### config.mk
export PLATFORM = sky130hd
export DESIGN_NAME = cstm_timer
export DESIGN_NICKNAME = d
export VERILOG_FILES = /design/src/design/cstm_pkg.sv /design/src/design/cstm_timer.sv /design/src/design/cstm_prescale.sv
export VERILOG_INCLUDE_DIRS = /design/src /design/src/design
export SDC_FILE = /design/constraint.sdc
export NUM_CORES = 1
export LEC_CHECK = 0
export ABC_AREA = 1
export BUFFER_PORTS_ARGS = -buffer_cell sky130_fd_sc_hd__clkbuf_2
export CORE_ASPECT_RATIO = 0.6
export CORE_MARGIN = 5
export CORE_UTILIZATION = 56
export DETAILED_ROUTE_END_ITERATION = 10
export PLACE_DENSITY_LB_ADDON = 0.2
export SETUP_SLACK_MARGIN = 0.4
export SYNTH_ARGS = -nofsm -noshare
export SYNTH_HDL_FRONTEND = slang
export SYNTH_HIERARCHICAL = 1
export SYNTH_SLANG_ARGS = --single-unit
### constraint.sdc
create_clock -name ref_clk_in -period 2.1 [get_ports ref_clk_in]
set_input_delay 0.21 -clock ref_clk_in [delete_from_list [all_inputs] [get_ports ref_clk_in]]
set_output_delay 0.21 -clock ref_clk_in [all_outputs]
set_load 0.02 [all_outputs]
### src/design/cstm_params.svh
// constants for the clock select and interval timer
// assumes inclusion from design modules by bare name
`ifndef CSTM_PARAMS_SVH
`define CSTM_PARAMS_SVH
`define CSTM_PORT_CLK_MODE 4'h0
`define CSTM_PORT_LIMIT 4'h1
`define CSTM_MODE_RST 4'h0
`define CSTM_COUNT_RST 8'h00
`define CSTM_LIMIT_RST 8'hff
`define CSTM_BIT_PIN_EN 3
`define CSTM_BIT_DISP_SEL 0
`define CSTM_SYS_DIV_LONG 256
`define CSTM_SYS_DIV_SHORT 32
`define CSTM_CNT_DIV_LONG 64
`define CSTM_CNT_DIV_SHORT 8
`endif

### src/design/cstm_pkg.sv
// types shared by the clock select and interval timer
// assumes cstm_params.svh is reachable by bare name
package cstm_pkg;
	typedef enum logic [2:0] {
		CSTM_SRC_SYS256 = 3'b000,
		CSTM_SRC_CNT64 = 3'b001,
		CSTM_SRC_CNT_A = 3'b010,
		CSTM_SRC_CNT_B = 3'b011,
		CSTM_SRC_SYS32 = 3'b100,
		CSTM_SRC_CNT8 = 3'b101,
		CSTM_SRC_BAD_A = 3'b110,
		CSTM_SRC_BAD_B = 3'b111
	} cstm_src_t;
	typedef struct packed {
		logic timer_pin_enable;
		cstm_src_t count_source_sel;
	} cstm_mode_t;
	typedef struct packed {
		logic port_write_instr;
		logic limit_load_instr;
		logic timer_start;
		logic [3:0] port_addr;
		logic [7:0] data;
	} cstm_cmd_t;
endpackage

### src/design/cstm_timer.sv
// clock select and interval timer top level
// assumes oscillator inputs are levels sampled by ref_clk_in, well below it
// Functional notes
// RL1: mode bits 2..0 pick the count pulse from sys/256, cnt/64, cnt, sys/32, cnt/8.
// RL2: mode bit 3 set routes the timer output onto the shared pin, clear withholds it.
// RL3: mode bit 0 picks the display clock, sys/256 at 0 and cnt/64 at 1.
// RL4: a port write instruction addressing the mode register loads it from the data.
// RL5: the count register is an 8-bit up-counter stepping on each count pulse.
// RL6: the count clears on the start instruction, on reset, or on a limit match.
// RL7: the limit register holds the maximum count, loads by instruction, resets to ff.
// RL8: the match interrupt is raised one count pulse after equality is seen.
// RL9: the cpu phase clock is the system oscillator output halved.
// RL10: stop mode on the rc oscillator stops both the oscillator output and cpu clock.
// RL11: halt mode stops only the halved cpu clock and keeps the oscillator output.
// RL12: with an external system clock both standby modes stop only the halver.
// RL13: the count oscillator output keeps running in every standby mode.
// RL14: reset clears the mode register and prescalers, giving sys/256 and no pin drive.
// RL15: reset sets count 00, limit ff and the timer output flip-flop 0.
// RL16: the timer flip-flop toggles on each match to form the timer output.
// RL17: software never writes the prohibited count codes 110 and 111.
`timescale 1ns/100ps
`include "cstm_params.svh"
module cstm_timer
	import cstm_pkg::*;
(
	input wire logic ref_clk_in,
	input wire logic sys_rst_in,
	input wire logic sys_osc_in,
	input wire logic crystal_in,
	input wire logic ext_clock_mode_in,
	input wire logic stop_mode_in,
	input wire logic halt_mode_in,
	input wire cstm_cmd_t cmd_in,
	output logic system_osc_out,
	output logic cpu_phase_clk_out,
	output logic count_osc_out,
	output logic count_pulse_out,
	output logic display_clock_out,
	output logic timer_out_signal_out,
	output logic timer_output_pin_out,
	output logic timer_output_pin_oe_n_out,
	output logic timer_match_irq_out,
	output logic [7:0] timer_count_out,
	output logic [3:0] clock_mode_out
);
	cstm_mode_t mode_r;
	logic [7:0] count_r;
	logic [7:0] limit_r;
	logic tff_r;
	logic irq_r;
	logic match_pend_r;
	logic sys_prev_r;
	logic cnt_prev_r;
	logic half_r;
	logic sys_osc_r;
	logic cnt_osc_r;
	logic sys_gate;
	logic sys_edge;
	logic cnt_edge;
	logic sys256_tick;
	logic sys32_tick;
	logic cnt64_tick;
	logic cnt8_tick;
	logic count_pulse;
	logic disp_nxt;
	logic disp_r;
	logic match;

	// rc oscillator halts in stop mode; an external clock keeps passing
	assign sys_gate = ext_clock_mode_in || !stop_mode_in; // see RL10 see RL12

	always_ff @(posedge ref_clk_in or posedge sys_rst_in) begin
		if (sys_rst_in) begin
			sys_osc_r <= 1'b0;
			cnt_osc_r <= 1'b0;
			sys_prev_r <= 1'b0;
			cnt_prev_r <= 1'b0;
		end else begin
			sys_osc_r <= sys_gate ? sys_osc_in : sys_osc_r; // see RL11
			cnt_osc_r <= crystal_in; // see RL13
			sys_prev_r <= sys_osc_r;
			cnt_prev_r <= cnt_osc_r;
		end
	end
	assign sys_edge = sys_osc_r && !sys_prev_r;
	assign cnt_edge = cnt_osc_r && !cnt_prev_r;
	assign system_osc_out = sys_osc_r;
	assign count_osc_out = cnt_osc_r;

	// halver stops in either standby mode
	always_ff @(posedge ref_clk_in or posedge sys_rst_in) begin
		if (sys_rst_in) begin
			half_r <= 1'b0;
		end else if (sys_edge && !stop_mode_in && !halt_mode_in) begin
			half_r <= !half_r; // see RL9 see RL10 see RL11 see RL12
		end
	end
	assign cpu_phase_clk_out = half_r;

	// separate prescalers per ratio; reset clears all of them
	cstm_prescale #(.DIV(`CSTM_SYS_DIV_LONG)) u_sys256 ( // see RL14
		.ref_clk_in(ref_clk_in),
		.sys_rst_in(sys_rst_in),
		.step_in(sys_edge),
		.tick_out(sys256_tick)
	);
	cstm_prescale #(.DIV(`CSTM_SYS_DIV_SHORT)) u_sys32 (
		.ref_clk_in(ref_clk_in),
		.sys_rst_in(sys_rst_in),
		.step_in(sys_edge),
		.tick_out(sys32_tick)
	);
	cstm_prescale #(.DIV(`CSTM_CNT_DIV_LONG)) u_cnt64 (
		.ref_clk_in(ref_clk_in),
		.sys_rst_in(sys_rst_in),
		.step_in(cnt_edge),
		.tick_out(cnt64_tick)
	);
	cstm_prescale #(.DIV(`CSTM_CNT_DIV_SHORT)) u_cnt8 (
		.ref_clk_in(ref_clk_in),
		.sys_rst_in(sys_rst_in),
		.step_in(cnt_edge),
		.tick_out(cnt8_tick)
	);

	// prohibited codes give no pulse at all, so counting simply freezes
	always_comb begin
		unique case (mode_r.count_source_sel) // see RL1 see RL17
			CSTM_SRC_SYS256: count_pulse = sys256_tick;
			CSTM_SRC_CNT64: count_pulse = cnt64_tick;
			CSTM_SRC_CNT_A: count_pulse = cnt_edge;
			CSTM_SRC_CNT_B: count_pulse = cnt_edge;
			CSTM_SRC_SYS32: count_pulse = sys32_tick;
			CSTM_SRC_CNT8: count_pulse = cnt8_tick;
			default: count_pulse = 1'b0;
		endcase
	end
	assign count_pulse_out = count_pulse;

	// display clock is the selected tick, one pulse per division;
	// a toggled level would halve the required rate
	always_comb begin
		disp_nxt = sys256_tick;
		if (mode_r[`CSTM_BIT_DISP_SEL]) begin
			disp_nxt = cnt64_tick; // see RL3
		end
	end
	always_ff @(posedge ref_clk_in or posedge sys_rst_in) begin
		if (sys_rst_in) begin
			disp_r <= 1'b0;
		end else begin
			disp_r <= disp_nxt;
		end
	end
	assign display_clock_out = disp_r;

	// mode register load
	always_ff @(posedge ref_clk_in or posedge sys_rst_in) begin
		if (sys_rst_in) begin
			mode_r <= `CSTM_MODE_RST; // see RL14
		end else if (cmd_in.port_write_instr &&
			cmd_in.port_addr == `CSTM_PORT_CLK_MODE) begin
			mode_r <= cmd_in.data[3:0]; // see RL4
		end
	end
	assign clock_mode_out = mode_r;

	// limit register load
	always_ff @(posedge ref_clk_in or posedge sys_rst_in) begin
		if (sys_rst_in) begin
			limit_r <= `CSTM_LIMIT_RST; // see RL15
		end else if (cmd_in.limit_load_instr) begin
			limit_r <= cmd_in.data; // see RL7
		end
	end

	assign match = (count_r == limit_r);

	// equality arms a pending match; the next pulse clears and signals
	always_ff @(posedge ref_clk_in or posedge sys_rst_in) begin
		if (sys_rst_in) begin
			count_r <= `CSTM_COUNT_RST; // see RL15
			match_pend_r <= 1'b0;
		end else if (cmd_in.timer_start) begin
			count_r <= `CSTM_COUNT_RST; // see RL6
			match_pend_r <= 1'b0;
		end else if (count_pulse) begin
			if (match_pend_r) begin
				count_r <= `CSTM_COUNT_RST; // see RL6
				match_pend_r <= 1'b0;
			end else begin
				count_r <= count_r + 8'h01; // see RL5
				match_pend_r <= (count_r + 8'h01) == limit_r;
			end
		end else begin
			match_pend_r <= match;
		end
	end
	assign timer_count_out = count_r;

	// interrupt pulse and timer flip-flop at the pulse after equality
	always_ff @(posedge ref_clk_in or posedge sys_rst_in) begin
		if (sys_rst_in) begin
			irq_r <= 1'b0;
			tff_r <= 1'b0;
		end else begin
			irq_r <= count_pulse && match_pend_r && !cmd_in.timer_start;
			if (count_pulse && match_pend_r && !cmd_in.timer_start) begin
				tff_r <= !tff_r; // see RL8 see RL16
			end
		end
	end
	assign timer_match_irq_out = irq_r;
	assign timer_out_signal_out = tff_r;

	// pin enable is low-active; pin data stays low while withheld
	assign timer_output_pin_out = mode_r.timer_pin_enable & tff_r; // see RL2
	assign timer_output_pin_oe_n_out = !mode_r.timer_pin_enable; // see RL2
endmodule

### src/design/cstm_prescale.sv
// free-running prescaler producing a one-cycle tick per division
// assumes an enable pulse per source clock edge, synchronous to ref clock
`timescale 1ns/100ps
`include "cstm_params.svh"
module cstm_prescale #(
	parameter int DIV = 256
) (
	input wire logic ref_clk_in,
	input wire logic sys_rst_in,
	input wire logic step_in,
	output logic tick_out
);
	localparam int W = $clog2(DIV);
	logic [W-1:0] cnt_r;
	always_ff @(posedge ref_clk_in or posedge sys_rst_in) begin
		if (sys_rst_in) begin
			cnt_r <= '0;
		end else if (step_in) begin
			cnt_r <= (cnt_r == W'(DIV - 1)) ? '0 : cnt_r + W'(1);
		end
	end
	assign tick_out = step_in && (cnt_r == W'(DIV - 1));
endmodule

Word-level counts from Yosys, hierarchy flattened
Index checks and enable logic that the tools add are counted.
{"block": "classes", "addsub": 5, "n_eq_ne": 11, "mux": 12, "n_bitwise": 1, "n_reduce_logical": 24}
{"cell": "8-bit two-way mux", "count": 4}
{"cell": "8-bit by 1-bit adder with 8-bit output (second input constant)", "count": 2}
{"cell": "8-bit == test", "count": 2}
{"cell": "1-bit logical AND", "count": 11}
{"cell": "3-bit == test (second input constant)", "count": 3}
{"cell": "8-bit == test (second input constant)", "count": 1}
{"cell": "1-bit logical NOT", "count": 8}
{"cell": "6-bit by 1-bit adder with 6-bit output (second input constant)", "count": 1}
{"cell": "3-bit by 2-bit == test with 1-bit output (second input constant)", "count": 2}
{"cell": "6-bit == test (second input constant)", "count": 1}
{"cell": "6-bit two-way mux", "count": 1}
{"cell": "5-bit by 1-bit adder with 5-bit output (second input constant)", "count": 1}
{"cell": "5-bit == test (second input constant)", "count": 1}
{"cell": "5-bit two-way mux", "count": 1}
{"cell": "1-bit case mux with 5 select lines", "count": 1}
{"cell": "4-bit logical NOT", "count": 1}
{"cell": "1-bit two-way mux", "count": 4}
{"cell": "3-bit by 1-bit adder with 3-bit output (second input constant)", "count": 1}
{"cell": "3-bit by 1-bit == test with 1-bit output (second input constant)", "count": 1}
{"cell": "3-bit logical NOT", "count": 1}
{"cell": "3-bit two-way mux", "count": 1}
{"cell": "2-bit nonzero test", "count": 1}
{"cell": "2-bit OR reduction", "count": 1}
{"cell": "1-bit bitwise AND", "count": 1}
{"cell": "1-bit logical OR", "count": 1}
{"block": "word_totals", "ff_bits": 51, "inputBits": 22, "output_inout_bits": 21, "wordCells": 70}

Logic depth before layout (Yosys ltp)
{"block": "depth", "ltp_word": 6, "mapped_depth": 13, "depth_no_buf": 13}

By module
Netlist, hierarchy kept.
{"module": "cstm_timer", "instances": 1, "cells_each": 204, "area_per_inst_um2": 1589.0, "seq_area_each_um2": 735.7}
{"module": "cstm_prescale (u_sys256)", "instances": 1, "cells_each": 59, "area_per_inst_um2": 436.7, "seq_area_each_um2": 200.2}
{"module": "cstm_prescale (u_cnt64)", "instances": 1, "cells_each": 42, "area_per_inst_um2": 327.8, "seq_area_each_um2": 150.1}
{"module": "cstm_prescale (u_sys32)", "instances": 1, "cells_each": 31, "area_per_inst_um2": 255.2, "seq_area_each_um2": 125.1}
{"module": "cstm_prescale (u_cnt8)", "instances": 1, "cells_each": 20, "area_per_inst_um2": 157.7, "seq_area_each_um2": 75.1}

Worst setup path after synthesis
No wires, ideal clock.
{"block": "synth_timing", "kind": "reg2reg", "from": "register sys_osc_r, in the netlist system_osc_out", "to": "register count_r[4], in the netlist timer_count_out[4]", "setup_ns": 0.072, "arrival_time_ns": 2.004, "required_time_ns": 2.028, "setup_slack_ns": 0.024, "path_stages_with_launch": 12, "path_buffers": 1, "synth_period_minus_slack_ns": 2.076, "path_cell_list": "dfrtp_1 -> inv_1 -> nor2_1 -> inv_1 -> nor2_2 -> nand2_1 -> nand3_2 -> nand3_4 -> nand2_4 -> buf_6 -> a21oi_1 -> nor2_1"}
{"block": "synth_via", "elab_chain_len": 4, "elab_cells_between_ends": 5, "classes_between": "mux (1); reduce/logical (4)"}
{"item": "from (decl)", "line": "cstm_timer.sv:55", "source": "logic sys_osc_r;"}
{"item": "from (signal assigned)", "line": "cstm_timer.sv:79", "source": "sys_osc_r <= sys_gate ? sys_osc_in : sys_osc_r;"}
{"item": "1-bit logical AND", "line": "cstm_timer.sv:85", "source": "assign sys_edge = sys_osc_r && !sys_prev_r;"}
{"item": "via sys_edge", "line": "cstm_timer.sv:58", "source": "logic sys_edge;"}
{"item": "1-bit logical AND", "line": "cstm_prescale.sv:22", "source": "assign tick_out = step_in && (cnt_r == W'(DIV - 1));"}
{"item": "via sys256_tick", "line": "cstm_timer.sv:60", "source": "logic sys256_tick;"}
{"item": "1-bit case mux with 5 select lines", "line": "cstm_timer.sv:128", "source": "unique case (mode_r.count_source_sel)"}
{"item": "2-bit nonzero test (no line)"}
{"item": "to (signal assigned)", "line": "cstm_timer.sv:182", "source": "count_r <= `CSTM_COUNT_RST;"}
{"item": "to (signal assigned)", "line": "cstm_timer.sv:185", "source": "count_r <= `CSTM_COUNT_RST;"}
{"item": "to (signal assigned)", "line": "cstm_timer.sv:189", "source": "count_r <= `CSTM_COUNT_RST;"}
{"item": "to (decl)", "line": "cstm_timer.sv:47", "source": "logic [7:0] count_r;"}
The timed path passes the listed nets, and every way through them passes these cells.
A chain may end at the register's enable or synchronous reset.

Final worst setup path
{"block": "layout_timing", "from": "register u_sys32.cnt_r[1]", "to": "output count_pulse_out"}
{"block": "layout_via", "elab_chain_len": 3}
{"item": "from (decl)", "line": "cstm_prescale.sv:14", "source": "logic [W-1:0] cnt_r;"}
{"item": "from (signal assigned)", "line": "cstm_prescale.sv:19", "source": "cnt_r <= (cnt_r == W'(DIV - 1)) ? '0 : cnt_r + W'(1);"}
{"item": "5-bit == test", "line": "cstm_prescale.sv:22"}
{"item": "1-bit logical AND", "line": "cstm_prescale.sv:22"}
{"item": "via sys32_tick", "line": "cstm_timer.sv:61", "source": "logic sys32_tick;"}
{"item": "1-bit case mux with 5 select lines", "line": "cstm_timer.sv:128"}
{"item": "to (decl)", "line": "cstm_timer.sv:37", "source": "output logic count_pulse_out,"}
The timed path passes the listed nets, and every way through them passes these cells.

==> results.ini <==
[sta]
fin_crit_sh_pct=92.9
worst_pin_slew_ps=628
finalSetupViolCount=0
holdWs_ps=94.7
maxSlewHeadroom_pct=58.0
clock_skew_ps=7.80
period_needed_ps=1950
finalHoldViolCount=0
max_freq_mhz=513
rsz0062_at_grt=true
slew_viol_final=0
fin_tns_setup_ps=0
worst_slack_ps=149

[setup_path]
path_common_cell=inv_4
start_kind=register
rr_startpoint=u_sys32/cnt_r[1]
worst-path-stages=10
path_max_fanout=3
critPathTopFamily=simple AND/OR/NAND/NOR gates
worst_ep_required_time_ps=1890
cp-endpoint=count_pulse_out
arrival_ps=1740
rrSetupSlack_ps=220
crit_buf_inv=3
r2r-end=timer_out_signal_out
path_class=register to output pin
slowest_delay_ps=400
crit_start=u_sys32/cnt_r[1]
slowest_stage=dfrtp_1
r2r_cells=12
crit_chain=ha_2 -> and3_4 -> ha_4 -> nand2_4 -> inv_4 -> nand2_2 -> nand3_2 -> nand3_4 -> inv_4 -> buf_8
end_kind=output pin

[finish]
fin_nets=453
syn_to_final_growth_pct=24.1
drive_gt1_share_pct=30.8
diodes=0
fillerInstances=371

[route]
post_drt_via_cell_ratio=5.03
post_drt_wl_per_cell_um=13.9
first_pass_iters=4
drc=0
drtIter0Drc=139
ant_nets=0
via_count=2453
wl_mm=6.76

[global_route]
grt_pass1_vias=2415
grt_antenna_before_repair=0
grt.overflow.total=0
grt_usage_pct=22.0
grt_pass1_wl_mm=11.4
grt_start_max_net_pins=29

[logic_synthesis]
yosysWarnings=6
synthDistinctLibCells=31
synth.most_common_cell=nand2_1
syn-cell-area_sq_um=2770
synthCells=356
synth_nets=385
avgSynthCellArea_sq_um=7.77
synthArstFlopShare_pct=100
synth_top_area_share_pct=38.9
yosys.area.top_type=dfrtp_1
ys_ff_latch=51
ys.flop_type=dfrtp_1
synthTopCellsByArea=dfrtp_1, nand2_1, dfstp_2
synth_common_cells=nand2_1, inv_1, dfrtp_1
ys_seq_area_share_pct=46.5
synth_edf_count=0

[clock_network]
cts_inserted_buffers=5
cts_root_buffer=clkbuf_8
cts_buffer_depth=2
clock-sinks=51
path_clk_slew_ps=90
cts_tree=done
clk_latency_ps=310
htree_levels=2

[placed_design]
pre_cts_slack_ps=158
place.gp.congestion=0.938
hpwl_mm=4.79
portBuffers=42

[power]
leakagePower_nw=1.87
ir_worst_vdd_mv=0.422
p_per_area_nw_per_um2=849

[die]
boundaryPins=43
core_area_sq_um=4680
initial_core_util_pct=59.1
fp.dieH_um=64.4
row_count=19
die_x_um=101
dieArea_sq_um=6490

[run_status]
status=completed

[run]
max_cap_violations=0

[hold_path]
hold_path_class=input pin to register

[worst min path at each step]
stage	startpoint	end	slack, ps	cells after the start
after global routing	cmd_in[5]	limit_r[5]	110	3
after global placement	sys_rst_in	display_clock_out	110	2
after floorplan	sys_rst_in	u_cnt8/cnt_r[0]	-40	1
after CTS	cmd_in[5]	limit_r[5]	100	3
after detailed placement	sys_rst_in	display_clock_out	110	2
final	cmd_in[7]	limit_r[7]	90	3
[report_power, final]
part	leakage [nW]	total, W	internal (W)	switching (W)
registers	0.630	0.00138	0.00119	0.000188
clock network	0.0505	0.000626	0.000300	0.000326
logic	1.19	0.000910	0.000389	0.000521
total	1.87	0.00291	0.00188	0.00104
[routing by layer]
layer	share of wire, %	GRT usage, %	vias up	routed length, um
met5	0	0	-	0
met4	0.81	4.03	0	55
met3	8.3	5.36	9	560
met2	43	33.5	82	2920
met1	48	32.3	1131	3220
li1	-	-	1231	-
[final cells by class]
type                       instances  area [sq um]  share of cell area, %
clock inverter                     1          7.51                  0.219
tap                               63          78.8                   2.30
sequential                        51          1290                   37.6
timing repair buffer              62           375                   10.9
multi-input combinational        245          1360                   39.6
clock buffer                       7          96.3                   2.81
inverter                          59           228                   6.64
[stage by stage]
stage | utilization, % | cell area, sq um | power [W] | std cells
2_1_floorplan | - | 2790 | 0.00189 | 356
3_3_place_gp | 65.8 | 3080 | 0.00208 | 461
3_5_place_dp | 65.8 | 3080 | 0.00210 | 461
5_1_grt | 73.3 | 3430 | 0.00310 | 488
4_1_cts | 72.2 | 3380 | 0.00287 | 484
6_report | 73.3 | 3430 | 0.00291 | 488
[placed cells by master (no fill, tap or decap), types with 2 or more instances in the layout]
cell type	synthesis	final
xor2_1	8	8
dfrtp_1	43	41
a21oi_1	11	9
nand3_1	19	18
nor2_2	7	3
inv_2	5	7
nor4_1	2	2
a21oi_2	1	3
dfrtp_2	0	2
xnor2_1	4	3
nand2_2	8	13
dlygate4sd3_1	0	2
o21ai_0	9	9
inv_1	53	49
dfstp_2	8	8
nand2_1	114	108
nor2_1	29	28
o21ai_1	6	5
ha_1	7	4
clkbuf_8	0	7
nand3_2	3	4
inv_4	0	2
nand4_1	4	4
clkbuf_2	0	41
buf_4	0	18
ha_2	0	2
nor2_4	3	8
nand2_4	2	3
[cells by family after synthesis]
group | count (synthesis) | synth area share, %
flops | 51 | 46.5
simple gates | 195 | 32.1
xor+xnor | 12 | 3.80
compound gates | 29 | 5.52
fa+ha+maj | 7 | 3.17
mux | 1 | 0.407
buf+inv | 61 | 8.55
[state kept, by name (all words and copies together), names as in the netlist]
| signal | count |
|---|---|
| u_cnt64/cnt_r | 6 |
| count_osc_out | 1 |
| display_clock_out | 1 |
| timer_count_out | 8 |
| u_sys32/cnt_r | 5 |
| u_sys256/cnt_r | 8 |
| match_pend_r | 1 |
| sys_prev_r | 1 |
| u_cnt8/cnt_r | 3 |
| timer_match_irq_out | 1 |
| limit_r | 8 |
| cpu_phase_clk_out | 1 |
| clock_mode_out | 4 |
| system_osc_out | 1 |
| cnt_prev_r | 1 |
| timer_out_signal_out | 1 |
[worst reg2reg max path, delay by kind of cell (launching register included)]
family | cells | cell delay, ps
buffers and inverters | 2 | 240
flip-flops | 1 | 370
XOR/XNOR | 1 | 140
AND/OR/NAND/NOR | 7 | 680
adder cells (fa/ha/maj) | 2 | 320
[repair_timing]
item | CTS | global route
endpoints found under the hold margin | 24 | 0
setup buffers | 12 | 4
hold buffers | 2 | 0
pin swaps | 8 | 6
setup endpoints to repair | 12 | 12
resized for setup | 21 | 6
gates cloned | 1 | 0
No activity file was read; power rests on OpenSTA's default activity.
